===== src/pto_consts.svh =====
`ifndef PTO_CONSTS_SVH
`define PTO_CONSTS_SVH

// Command codes
`define PTO_CMD_LIMIT        8'h62
`define PTO_CMD_ACTION       8'h63

// Reset values
`define PTO_LIMIT_RESET      16'h0064
`define PTO_ACTION_RESET     8'h80

// Fields of the action byte
`define PTO_RESP_MSB         7
`define PTO_RESP_LSB         6
`define PTO_RETRY_MSB        5
`define PTO_RETRY_LSB        3
`define PTO_DELAY_MSB        2
`define PTO_DELAY_LSB        0

// Retry codes
`define PTO_RETRY_NONE       3'h0
`define PTO_RETRY_FOREVER    3'h7

// Timing
`define PTO_CLOCK_HZ         50000000
`define PTO_MS_PER_S         1000
`define PTO_MS_CYCLES        (`PTO_CLOCK_HZ / `PTO_MS_PER_S)

`endif


===== src/pto_pkg.sv =====
// Purpose: types shared by the power-up timeout supervisor
// Assumes: constants come from pto_consts.svh
// Notes:   none
package pto_pkg;

    typedef enum logic [1:0] {
        PTO_RESP_IGNORE,
        PTO_RESP_DELAYED,
        PTO_RESP_DISABLE_RETRY,
        PTO_RESP_LATCH
    } pto_resp_t;

    typedef enum logic [2:0] {
        PTO_OFF,
        PTO_RAMP,
        PTO_RUN,
        PTO_GRACE,
        PTO_BACKOFF,
        PTO_LATCHED
    } pto_state_t;

endpackage


===== src/pto_ms_tick.sv =====
// Purpose: one-cycle enable pulse once per millisecond
// Assumes: CLOCK at 50 MHz
// Notes:   divider restarts when clr is high so a timed phase starts aligned
`include "pto_consts.svh"
module pto_ms_tick #(
    parameter int MS_CYCLES = `PTO_MS_CYCLES
) (
    input  wire logic clk,
    input  wire logic rst,
    input  wire logic clr,
    output logic      tick
);
    import pto_pkg::*;

    logic [31:0] count;
    wire         at_end = (count == 32'(MS_CYCLES - 1));

    always_ff @(posedge clk) begin
        if (rst || clr || at_end) begin
            count <= 32'h0;
        end else begin
            count <= count + 32'h1;
        end
    end

    always_ff @(posedge clk) begin
        if (rst || clr) begin
            tick <= 1'b0;
        end else begin
            tick <= at_end;
        end
    end
endmodule // pto_ms_tick


===== src/pto_supervisor.sv =====
// Purpose: power-up timeout supervision with programmable fault response
// Assumes: command port carries already-decoded bus transfers
// Notes:   all times are counted in 1 ms steps from pto_ms_tick
// Behaviour
// - Timeout fault when ramp exceeds ms limit
// - Zero limit disables the timeout
// - Response 00 keeps running normally
// - Response 01 waits delay, then retries
// - Response 10 disables output then retries
// - Response 11 latches off until cleared
// - Retry code 000 never restarts
// - Codes 001-110 retry that many times
// - Restart spacing is unit times two to the power of the delay field
// - Only some response encodings need support
// - Limit by word, action by byte
// - Retry code 111 retries without limit
// - Delay field is power-of-two multiplier
// - Time unit shared with output voltage faults
`include "pto_consts.svh"
module pto_supervisor #(
    parameter int MS_CYCLES = `PTO_MS_CYCLES
) (
    input  wire logic        CLOCK,
    input  wire logic        RST,
    input  wire logic [7:0]  CMD_CODE,
    input  wire logic        CMD_WORD,
    input  wire logic        CMD_WRITE,
    input  wire logic        CMD_READ,
    input  wire logic [15:0] CMD_WDATA,
    output logic      [15:0] CMD_RDATA,
    output logic             CMD_ACK,
    output logic             CMD_ERROR,
    input  wire logic        ON_CMD,
    input  wire logic        RAMP_START,
    input  wire logic        VOUT_ABOVE_UV,
    input  wire logic [7:0]  VOUT_FAULT_UNIT_MS,
    input  wire logic        CLEAR_FAULTS,
    input  wire logic        CLEAR_TIMEOUT_BIT,
    output logic             OUTPUT_ENABLE,
    output logic             RESTART,
    output logic             TIMEOUT_FAULT,
    output pto_pkg::pto_state_t STATE
);
    import pto_pkg::*;

    logic [15:0] power_up_time_limit;
    logic [7:0]  power_up_timeout_action;
    pto_state_t  state;
    logic [15:0] ms_count;
    logic [22:0] wait_count;
    logic [2:0]  tries_left;
    logic        ms_tick;

    // Delay in ms: unit times 2^field; a zero unit acts as 1 ms
    function automatic logic [22:0] delay_ms(input logic [7:0] unit, input logic [2:0] field);
        logic [22:0] base;
        base = (unit == 8'h00) ? 23'h1 : {15'h0, unit};
        return base << field;
    endfunction

    // Register access
    wire hit_limit  = (CMD_CODE == `PTO_CMD_LIMIT);
    wire hit_action = (CMD_CODE == `PTO_CMD_ACTION);
    wire size_ok    = (hit_limit && CMD_WORD) || (hit_action && !CMD_WORD);
    wire access     = CMD_WRITE || CMD_READ;
    wire wr_limit   = CMD_WRITE && hit_limit && CMD_WORD;
    wire wr_action  = CMD_WRITE && hit_action && !CMD_WORD;
    wire [15:0] rd_value = hit_limit ? power_up_time_limit
                                     : {8'h00, power_up_timeout_action};

    // Action fields
    wire [1:0]  resp_code  = power_up_timeout_action[`PTO_RESP_MSB:`PTO_RESP_LSB];
    wire [2:0]  retry_code = power_up_timeout_action[`PTO_RETRY_MSB:`PTO_RETRY_LSB];
    wire [2:0]  delay_code = power_up_timeout_action[`PTO_DELAY_MSB:`PTO_DELAY_LSB];
    wire [22:0] delay_len  = delay_ms(VOUT_FAULT_UNIT_MS, delay_code);
    pto_resp_t  resp;
    assign resp = pto_resp_t'(resp_code);

    // Timeout detection during ramp
    wire limit_on     = (power_up_time_limit != 16'h0000);
    wire timeout_hit  = (state == PTO_RAMP) && limit_on && !VOUT_ABOVE_UV
                        && (ms_count >= power_up_time_limit);
    wire wait_done    = ms_tick && (wait_count + 23'h1 >= delay_len);
    wire retries_out  = (retry_code == `PTO_RETRY_NONE)
                        || ((retry_code != `PTO_RETRY_FOREVER)
                            && (tries_left == 3'h0));
    wire clear_req    = CLEAR_FAULTS || CLEAR_TIMEOUT_BIT;
    wire restart_now  = (state == PTO_BACKOFF) && wait_done && ON_CMD;
    wire start_ramp   = ((state == PTO_OFF) && ON_CMD && RAMP_START) || restart_now;
    wire phase_start  = start_ramp || (timeout_hit && resp != PTO_RESP_IGNORE);

    pto_ms_tick #(
        .MS_CYCLES (MS_CYCLES)
    ) u_tick (
        .clk  (CLOCK),
        .rst  (RST),
        .clr  (phase_start),
        .tick (ms_tick)
    );

    // Where a fault that needs action goes after the output is dropped
    pto_state_t after_disable;
    assign after_disable = retries_out ? PTO_LATCHED : PTO_BACKOFF;

    pto_state_t next_state;
    always_comb begin
        next_state = state;
        unique case (state)
            PTO_OFF: begin
                if (ON_CMD && RAMP_START) begin
                    next_state = PTO_RAMP;
                end
            end
            PTO_RAMP: begin
                if (VOUT_ABOVE_UV) begin
                    next_state = PTO_RUN;
                end else if (timeout_hit) begin
                    // Every encoding is honoured, so nothing is left unsupported
                    unique case (resp)
                        PTO_RESP_IGNORE:        next_state = PTO_RUN;
                        PTO_RESP_DELAYED:       next_state = PTO_GRACE;
                        PTO_RESP_DISABLE_RETRY: next_state = after_disable;
                        PTO_RESP_LATCH:         next_state = PTO_LATCHED;
                    endcase
                end
            end
            PTO_RUN: begin
                next_state = PTO_RUN;
            end
            PTO_GRACE: begin
                if (VOUT_ABOVE_UV) begin
                    next_state = PTO_RUN;
                end else if (wait_done) begin
                    next_state = after_disable;
                end
            end
            PTO_BACKOFF: begin
                if (restart_now) begin
                    next_state = PTO_RAMP;
                end
            end
            PTO_LATCHED: begin
                if (clear_req) begin
                    next_state = PTO_OFF;
                end
            end
            // Two state codes are unused; fall back to off
            default: next_state = PTO_OFF;
        endcase
        // Off command ends every phase, including endless retry
        if (!ON_CMD) begin
            next_state = PTO_OFF;
        end
    end

    always_ff @(posedge CLOCK) begin
        if (RST) begin
            state <= PTO_OFF;
        end else begin
            state <= next_state;
        end
    end

    always_ff @(posedge CLOCK) begin
        if (RST) begin
            power_up_time_limit     <= `PTO_LIMIT_RESET;
            power_up_timeout_action <= `PTO_ACTION_RESET;
        end else begin
            if (wr_limit) power_up_time_limit <= CMD_WDATA;
            if (wr_action) power_up_timeout_action <= CMD_WDATA[7:0];
        end
    end

    always_ff @(posedge CLOCK) begin
        if (RST) begin
            CMD_RDATA <= 16'h0000;
            CMD_ACK   <= 1'b0;
            CMD_ERROR <= 1'b0;
        end else begin
            CMD_ACK   <= access;
            CMD_ERROR <= access && !size_ok;
            if (CMD_READ) CMD_RDATA <= size_ok ? rd_value : 16'h0000;
        end
    end

    // Ramp timer in ms, restarted at each ramp start
    always_ff @(posedge CLOCK) begin
        if (RST || start_ramp) begin
            ms_count <= 16'h0000;
        end else if (state == PTO_RAMP && ms_tick && ms_count != 16'hffff) begin
            ms_count <= ms_count + 16'h0001;
        end
    end

    // Grace and back-off timer
    always_ff @(posedge CLOCK) begin
        if (RST || phase_start || (state == PTO_GRACE && next_state != PTO_GRACE)) begin
            wait_count <= 23'h0;
        end else if (ms_tick) begin
            wait_count <= wait_count + 23'h1;
        end
    end

    // Retry budget loaded on the first ramp, spent on each restart
    always_ff @(posedge CLOCK) begin
        if (RST) begin
            tries_left <= 3'h0;
        end else if (state == PTO_OFF && start_ramp) begin
            tries_left <= retry_code;
        end else if (restart_now && tries_left != 3'h0) begin
            tries_left <= tries_left - 3'h1;
        end
    end

    // Status flag: a new timeout beats a clear in the same cycle
    always_ff @(posedge CLOCK) begin
        if (RST) begin
            TIMEOUT_FAULT <= 1'b0;
        end else if (timeout_hit) begin
            TIMEOUT_FAULT <= 1'b1;
        end else if (clear_req) begin
            TIMEOUT_FAULT <= 1'b0;
        end
    end

    always_ff @(posedge CLOCK) begin
        if (RST) begin
            OUTPUT_ENABLE <= 1'b0;
            RESTART       <= 1'b0;
        end else begin
            OUTPUT_ENABLE <= (next_state == PTO_RAMP) || (next_state == PTO_RUN)
                             || (next_state == PTO_GRACE);
            RESTART       <= restart_now && (next_state == PTO_RAMP);
        end
    end

    assign STATE = state;
endmodule // pto_supervisor


===== config.mk =====
export PLATFORM = sky130hd
export DESIGN_NAME = pto_supervisor
export DESIGN_NICKNAME = d
export VERILOG_FILES = /design/src/pto_pkg.sv /design/src/pto_ms_tick.sv /design/src/pto_supervisor.sv
export VERILOG_INCLUDE_DIRS = /design/src /design/src/src
export SDC_FILE = /design/constraint.sdc
export NUM_CORES = 1
export LEC_CHECK = 0
export BUFFER_PORTS_ARGS = -buffer_cell sky130_fd_sc_hd__buf_2
export CAP_MARGIN = 20
export CORE_MARGIN = 5
export CORE_UTILIZATION = 54
export DETAILED_ROUTE_END_ITERATION = 10
export PLACE_DENSITY = 0.77
export SKIP_LAST_GASP = 1
export SLEW_MARGIN = 10
export SYNTH_ARGS = -nofsm -noshare
export SYNTH_HDL_FRONTEND = slang
export SYNTH_SLANG_ARGS = --single-unit

===== constraint.sdc =====
create_clock -name CLOCK -period 3.7 [get_ports CLOCK]
set_input_delay 0.74 -clock CLOCK [delete_from_list [all_inputs] [get_ports CLOCK]]
set_output_delay 0.74 -clock CLOCK [all_outputs]
set_load 0.1 [all_outputs]

# Word level (Yosys, flattened, before mapping)
# Index checks and enable logic that the tools add are counted.
# Widths: inputs -> output; s select.
# totals
in_bits	42
output_inout_bits	24
register_bits	123
elab_cells	105
# classes
n_eq_ne	17
reduce_logical	49
magnitude_cmp	2
mux	18
shift	1
addsub	4
# op_table
operator	count
$add 32x1->32 const B	1
$eq 32x16->1 const B	1
$mux 16	2
$mux 3	10
$logic_and 1x1->1	24
$add 23x1->23 const B	1
$ge 23x23->1	1
$shl 8x3->23	1
$pmux 3 s6	1
$add 16x1->16 const B	1
$eq 8x7->1 const B	2
$ge 16x16->1	1
$ne 16x16->1 const B	1
$reduce_bool 16->1	1
$eq 3x2->1 const B	4
$logic_or 1x1->1	12
$pmux 3 s4	1
$logic_not 3->1	3
$logic_not 8->1	1
$mux 8	1
$eq 3x1->1 const B	2
$eq 3x3->1 const B	2
$reduce_bool 2->1	3
$eq 2x2->1 const B	2
other kinds (8)	12

# Longest topological paths before layout
# Gate-level depths: netlist of the first run.
# logic_depth
word_depth	13
mapped_depth	16
ltp_nobuf	15

# Cells and area by module
# A second synthesis of the first run with hierarchy kept.
# unflattened
cells_unflattened	842
area_unflattened_um2	6902.9
# by_module_without_submodules
module	cells_each	area_each_um2	instances
pto_supervisor	655	5326.4	1
pto_ms_tick	187	1576.5	1

# Worst setup path before layout of the first run
# OpenSTA, ideal clock, no wires.
# synth_path
path_kind	input to register
startpoint	in VOUT_FAULT_UNIT_MS[4]
endpoint	reg wait_count[10]
arrival_time_ns	3.688
setup_slack_ns	-0.127
setup_ns	0.139
path_stages	15
path_buffers	1
cell_sequence	nor4_1 -> a21oi_1 -> nand2_1 -> o21ai_0 -> or3_1 -> ha_1 -> nor2b_1 -> o21ai_0 -> a21oi_1 -> o211a_1 -> a2111o_1 -> o21a_1 -> a2111oi_4 -> buf_6 -> a211oi_1
# synth_between
elab_chain_len	13
elab_cells_between_ends	18
# synth_lines
element	line_no	source
from (decl)	pto_supervisor.sv:36	input wire logic [7:0] VOUT_FAULT_UNIT_MS,
$logic_not 8->1	pto_supervisor.sv:57	base = (unit == 8'h00) ? 23'h1 : {15'h0, unit};
$mux 8 *	pto_supervisor.sv:57	
$shl 8x3->23 *	pto_supervisor.sv:58	return base << field;
$ge 23x23->1 *	pto_supervisor.sv:83	wire wait_done = ms_tick && (wait_count + 23'h1 >= delay_len);
$logic_and 1x1->1 *	pto_supervisor.sv:83	
$logic_and 1x1->1 (2 in series)	pto_supervisor.sv:88	wire restart_now = (state == PTO_BACKOFF) && wait_done && ON_CMD;
$mux 3	pto_supervisor.sv:138	if (restart_now) begin
$pmux 3 s6	pto_supervisor.sv:108	unique case (state)
$mux 3	pto_supervisor.sv:151	if (!ON_CMD) begin
$ne 3x2->1	pto_supervisor.sv:197	if (RST || phase_start || (state == PTO_GRACE && next_state != PTO_GRACE)) begin
$logic_and 1x1->1	pto_supervisor.sv:197	
$logic_or 1x1->1 *	pto_supervisor.sv:197	
to (signal assigned)	pto_supervisor.sv:200	wait_count <= wait_count + 23'h1;
to (decl)	pto_supervisor.sv:50	logic [22:0] wait_count;
# Every way passes the cells marked *; elsewhere a longest branch is shown, timed or not.
# A chain may end at the register's enable or synchronous reset.

# Worst setup path in the final report of the first run
# layout_path
startpoint	reg wait_count[5]
endpoint	reg wait_count[18]
# layout_between
elab_chain_len	11
elab_cells_between_ends	16
# layout_lines
element	line_no
$add 23x1->23 *	pto_supervisor.sv:83, pto_supervisor.sv:200
$ge 23x23->1	pto_supervisor.sv:83
$logic_and 1x1->1	pto_supervisor.sv:83
$logic_and 1x1->1 (2 in series)	pto_supervisor.sv:88
$mux 3	pto_supervisor.sv:138
$pmux 3 s6	pto_supervisor.sv:108
$mux 3	pto_supervisor.sv:151
$ne 3x2->1	pto_supervisor.sv:197
$logic_and 1x1->1	pto_supervisor.sv:197
$logic_or 1x1->1	pto_supervisor.sv:197
# Marks and branches as above.

==> flow_metrics.env, run 1 <==
export IMPL_clk_pin_slew_ns=0.05
export IMPL_die_h_um=124
export IMPL_hold_path_class="reg2reg"
export IMPL_grt_pass1_vias=6049
export IMPL_initial_core_util_pct=55.1
export IMPL_reg2regPathDepth=14
export IMPL_tightest_slew_ns=0.867
export IMPL_arrival_ns=3.89
export IMPL_ys_types=62
export IMPL_synth_edf_count=0
export IMPL_grt_overflow=0
export IMPL_grt_pass1_wl_um=28100
export IMPL_stdcell_area_um2=8470
export IMPL_drv_cap=0
export IMPL_finalHoldViolCount=0
export IMPL_place_area_um2=7770
export IMPL_ios=66
export IMPL_cts_tree="built"
export IMPL_reg2reg_to="wait_count[18]"
export IMPL_wl_per_cell_um=15.2
export IMPL_first_iter_violations=393
export IMPL_hold_buffers=0
export IMPL_place_port_buffers=65
export IMPL_diodes=0
export IMPL_viasPerCell=5.62
export IMPL_grt_use_total_pct=22.9
export IMPL_place_congestion=0.862
export IMPL_async_reset_ff_share_pct=0
export IMPL_final_common_cell="nor2_1"
export IMPL_wl_um=16900
export IMPL_drcViolationCount=0
export IMPL_hold_ws_ns=0.446
export IMPL_cts_htree_levels=4
export IMPL_cellPowerDensity_nw_per_um2=373
export IMPL_yosys_area_top_type="dfxtp_1"
export IMPL_cts_made_buffers=17
export IMPL_rows=41
export IMPL_status="complete, no violations"
export IMPL_syn_nets=920
export IMPL_layout_common_cells="126 x nor2_1, 118 x dfxtp_1, 73 x nand2_1"
export IMPL_critPathMaxFanout=23
export IMPL_power_uw=3160
export IMPL_dieArea_um2=15300
export IMPL_synthesis_area_um2=6980
export IMPL_coreArea_um2=12700
export IMPL_cp_data_required_time_ns=4.02
export IMPL_setup_viol=0
export IMPL_cts_buffer_depth=2
export IMPL_yosysSeqAreaShare_pct=35.3
export IMPL_period_share_pct=96.5
export IMPL_min_from="u_tick.count[0]"
export IMPL_reg2reg_slack_ns=0.13
export IMPL_max_freq_mhz=280
export IMPL_num_vias=6266
export IMPL_start_kind="flip-flop"
export IMPL_clock_sinks=123
export IMPL_dp_hpwl_um=11900
export IMPL_min_path_cells=1
export IMPL_ys_flop_type="dfxtp_1"
export IMPL_cts_root_buffer_cell="clkbuf_16"
export IMPL_postRouteAntennaNets=0
export IMPL_firstDrtPassIters=5
export IMPL_final_min_clock_period_ns=3.57
export IMPL_critPathCaptureType="flip-flop"
export IMPL_critical_path_class="reg2reg"
export IMPL_synthTopCellsByArea="dfxtp_1 35%, nor2_1 6.8%, xnor2_1 6.5%, ha_1 6.4%, xor2_1 4.3%"
export IMPL_finClkSkew_ns=0.0103
export IMPL_leakagePower_uw=0.00343
export IMPL_synthCells=842
export IMPL_area_growth_pct=21.3
export IMPL_postSynthAreaPerCell_um2=8.29
export IMPL_fin_util_pct=66.8
export IMPL_synth_warnings=0
export IMPL_vdd_drop_max_uv=324
export IMPL_worstSkewPairLatency_ns=0.42
export IMPL_finalSetupTns_ns=0
export IMPL_die_x_um=124
export IMPL_max_slew_margin_pct=41.7
export IMPL_reg2reg_from="wait_count[5]"
export IMPL_synth_top_area_share_pct=35.3
export IMPL_nNetsFinal=1008
export IMPL_antenna_found_initial=1
export IMPL_drv_slew=0
export IMPL_final_layout_size_suffix_gt1_share_pct=19.1
export IMPL_synth_seq_cells=123
export IMPL_min_to="u_tick.count[0]"
export IMPL_grt_max_degree=51
## critical path, stage by stage, from the launching register on
cell       delay [ns]
dfxtp_2          0.35
nand4_4          0.19
nor4_4           0.38
xor2_1           0.27
ha_1             0.30
a21o_1           0.19
a21o_1           0.18
a221oi_2         0.23
o21ai_1          0.09
a2111o_1         0.41
buf_4            0.18
o21ai_2          0.18
a2111oi_4        0.11
buf_12           0.17
a211oi_1         0.23
## repair_timing
action / 4_1_cts / 5_1_grt
setup endpoints to repair: 0 / 78
resized for setup: 0 / 23
setup buffers: 0 / 1
## report_power, final
group	switching [µW]	internal, µW	leakage, µW
combinational	95.9	56.9	0.00215
sequential	3.57	1330	0.000994
clock	564	1110	0.000291
total	664	2500	0.00343
## registers in the layout, summed over array words and instances, names as in the netlist
name	flops
u_tick.tick	1
ms_count	16
CMD_ACK	1
u_tick.count	32
CMD_ERROR	1
CMD_RDATA	16
power_up_time_limit	16
tries_left	3
TIMEOUT_FAULT	1
STATE	3
power_up_timeout_action	8
wait_count	23
RESTART	1
OUTPUT_ENABLE	1
## cells by family (layout without fill, tap and decap cells)
logic type	after synthesis	in the layout	share of synthesized area [%]
AOI/OAI and AO/OA	127	127	12.8
muxes	32	32	5.00
adders and majority gates	36	36	6.45
and+or+nand+nor	363	363	25.1
buffers and inverters	75	176	4.60
DFF	123	123	35.3
xor gates and xnor gates	86	86	10.8
## synth_stat cells (all sizes together), types with 14 or more instances
cell	n
a211oi	29
a21oi	38
and3	14
buf	20
clkbuf	27
dfxtp	123
ha	36
inv	28
mux2i	27
nand2	74
nand3	59
nand4	26
nor2	127
o21ai	16
xnor2	52
xor2	34
## per-stage QoR
| step | setup slack [ns] | std cells |
|---|---|---|
| after floorplan | -0.0209 | 842 |
| after global placement | -0.167 | 1082 |
| after detailed placement | -0.256 | 1082 |
| after CTS | 0.0637 | 1114 |
| after global routing | -0.0964 | 1115 |
| final | 0.131 | 1115 |
## metal layers
layer	up-vias	track usage, %	wire (µm)
met2	168	35.2	7550
met5	-	0	7
met3	35	5.54	1070
met4	2	9.27	425
met1	2906	31.0	7880
li1	3155	-	-
## final cells by class
class                   instances  area (µm²)
multi-input cells             644        4300
inverters                      28         105
clock buffers                  25         485
well taps                     172         215
clock inverters                 7         113
flip-flops and latches        123        2470
fillers                      1062        4200
repair buffers                116         778
## worst max-delay path by stage
stage,start,end,depth (start not counted)
after floorplan,VOUT_FAULT_UNIT_MS[4],wait_count[10],15
after global placement,VOUT_FAULT_UNIT_MS[4],tries_left[0],17
after global routing,wait_count[5],wait_count[18],14
final,wait_count[5],wait_count[18],14
after CTS,wait_count[1],wait_count[18],15
after detailed placement,VOUT_FAULT_UNIT_MS[4],wait_count[18],17
No activity file was read; power rests on OpenSTA's default activity.
==> run 2: changes to the inputs <==
- CAP_MARGIN: 20 -> 15
- CORE_UTILIZATION: 54 -> 55
- PLACE_DENSITY: 0.77 -> 0.75
- clock period: 3.7 -> 4.5 ns (I/O delays scaled with it)
==> flow_metrics.env, run 2 (same netlist as run 1, synthesis figures left out) <==
export IMPL_clk_pin_slew_ns=0.05
export IMPL_reg2regPathDepth=14
export IMPL_min_from="u_tick.count[0]"
export IMPL_hold_buffers=0
export IMPL_critical_path_class="in2reg"
export IMPL_die_h_um=123
export IMPL_place_congestion=0.853
export IMPL_seqPwrFrac_pct=43.7
export IMPL_cts_made_buffers=17
export IMPL_critPathCaptureType="flip-flop"
export IMPL_ios=66
export IMPL_setup_viol=0
export IMPL_rows=41
export IMPL_place_ws_ns=0.117
export IMPL_max_slew_margin_pct=41.5
export IMPL_rsz0062_at_grt="false"
export IMPL_finalHoldViolCount=0
export IMPL_area_growth_pct=14.8
export IMPL_min_path_cells=1
export IMPL_drv_cap=0
export IMPL_diodes=0
export IMPL_dp_hpwl_um=11600
export IMPL_status="complete, no violations"
export IMPL_max_freq_mhz=250
export IMPL_grt_max_degree=52
export IMPL_hold_ws_ns=0.442
export IMPL_layout_area_seq_um2=2460
export IMPL_antenna_found_initial=1
export IMPL_initial_core_util_pct=55.8
export IMPL_swShare_pct=22.0
export IMPL_largest_reg_flops=32
export IMPL_grt_pass1_wl_um=27200
export IMPL_postRouteAntennaNets=0
export IMPL_cellPowerDensity_nw_per_um2=314
export IMPL_wl_um=16100
export IMPL_clock_sinks=123
export IMPL_die_x_um=123
export IMPL_nNetsFinal=971
export IMPL_largest_register="u_tick.count"
export IMPL_multiInputGateArea_um2=4210
export IMPL_instances_no_fill=1078
export IMPL_tightest_slew_ns=0.871
export IMPL_layout_common_cells="127 x nor2_1, 123 x dfxtp_1, 74 x nand2_1"
export IMPL_first_iter_violations=426
export IMPL_viasPerCell=5.57
export IMPL_nFillCells=1107
export IMPL_reg2reg_to="u_tick.count[14]"
export IMPL_cts_htree_levels=4
export IMPL_fin_util_pct=64.1
export IMPL_hold_path_class="reg2reg"
export IMPL_postCtsSetupRepairBufs=0
export IMPL_period_share_pct=88.9
export IMPL_cp_data_required_time_ns=4.85
export IMPL_cts_tree="built"
export IMPL_grt_overflow=0
export IMPL_finalSetupTns_ns=0
export IMPL_vdd_drop_max_uv=208
export IMPL_power_frac_comb_pct=4.2
export IMPL_num_vias=6001
export IMPL_reg2reg_slack_ns=0.51
export IMPL_arrival_ns=4.35
export IMPL_finClkSkew_ns=0.00739
export IMPL_cts_resized=0
export IMPL_placed_cells=1046
export IMPL_grt_use_total_pct=22.5
export IMPL_place_port_buffers=65
export IMPL_cts_root_buffer_cell="clkbuf_16"
export IMPL_final_layout_size_suffix_gt1_share_pct=14.0
export IMPL_reg_top3="u_tick.count (32), wait_count (23)"
export IMPL_leakagePower_uw=0.00316
export IMPL_internal_power_uw=1960
export IMPL_worstSkewPairLatency_ns=0.42
export IMPL_firstDrtPassIters=5
export IMPL_coreArea_um2=12500
export IMPL_dieArea_um2=15100
export IMPL_drcViolationCount=0
export IMPL_min_to="u_tick.count[0]"
export IMPL_start_kind="primary input"
export IMPL_pwr_share_clk_pct=52.1
export IMPL_drv_slew=0
export IMPL_reg2reg_from="wait_count[1]"
export IMPL_final_min_clock_period_ns=4.00
export IMPL_critPathMaxFanout=32
export IMPL_p_switching_uw=554
export IMPL_grt_pass1_vias=5653
export IMPL_wl_per_cell_um=15.0
export IMPL_cts_buffer_depth=2
export IMPL_fin_ws_ns=0.498
export IMPL_final_common_cell="nor2_1"
[run 2: cell count changes in the layout (fill, tap and decap cells not counted), sizes merged]
cell and change:
clkinv -1, clkinvlp +4, bufinv -2, clkbuf -2
buf -37, inv +1
[run 2: how the worst max path moves through the flow]
stage	cells past startpoint	startpoint	slack, ns	to
floorplan	15	VOUT_FAULT_UNIT_MS[4]	0.51	wait_count[10]
global placement	17	VOUT_FAULT_UNIT_MS[4]	0.16	wait_count[8]
detailed placement	16	VOUT_FAULT_UNIT_MS[4]	0.12	u_tick.count[9]
CTS	14	wait_count[1]	0.37	u_tick.count[21]
global route	14	wait_count[1]	0.09	u_tick.count[5]
finish	16	VOUT_FAULT_UNIT_MS[4]	0.50	u_tick.count[14]
[run 2: layout make-up]
class / instances / area share [%]
clock buffers: 23 / 6.21
clock inverters: 9 / 1.08
inverters: 28 / 1.31
multi-input cells: 644 / 52.5
flip-flops and latches: 123 / 30.7
well taps: 172 / 2.68
repair buffers: 79 / 5.52
[run 2: critical path: stages]
cell	delay, ns
buf_2	0.12
nor4_1	0.26
a21oi_1	0.15
nand2_1	0.08
o21ai_0	0.13
or3_1	0.36
ha_1	0.29
nor2b_1	0.13
o21ai_0	0.15
a21oi_1	0.09
o211a_1	0.23
a2111o_1	0.51
o21ai_4	0.39
nand3b_1	0.14
buf_4	0.27
nor2_1	0.14
[run 2: through the flow]
step           area, µm²  power (µW)
6_report            8020        2510
5_1_grt             8020        2600
4_1_cts             8010        2530
3_5_place_dp        7430        1230
3_3_place_gp        7430        1230
2_1_floorplan       6980        1190
[run 2: routing by layer]
| metal | up-vias | global-route usage [%] | wire length (µm) |
|---|---|---|---|
| met2 | 137 | 34.3 | 7330 |
| met4 | 2 | 7.14 | 201 |
| met1 | 2778 | 31.0 | 7680 |
| li1 | 3063 | - | - |
| met5 | - | 0 | 13 |
| met3 | 21 | 6.08 | 923 |
[run 2: power by group through the flow]
stage	Sequential [µW]	Combinational, µW	Clock [µW]
finish	1100	107	1310
global route	1100	117	1380
CTS	1100	107	1330
detailed placement	1120	107	0
global placement	1120	106	0
floorplan	1130	54.0	0
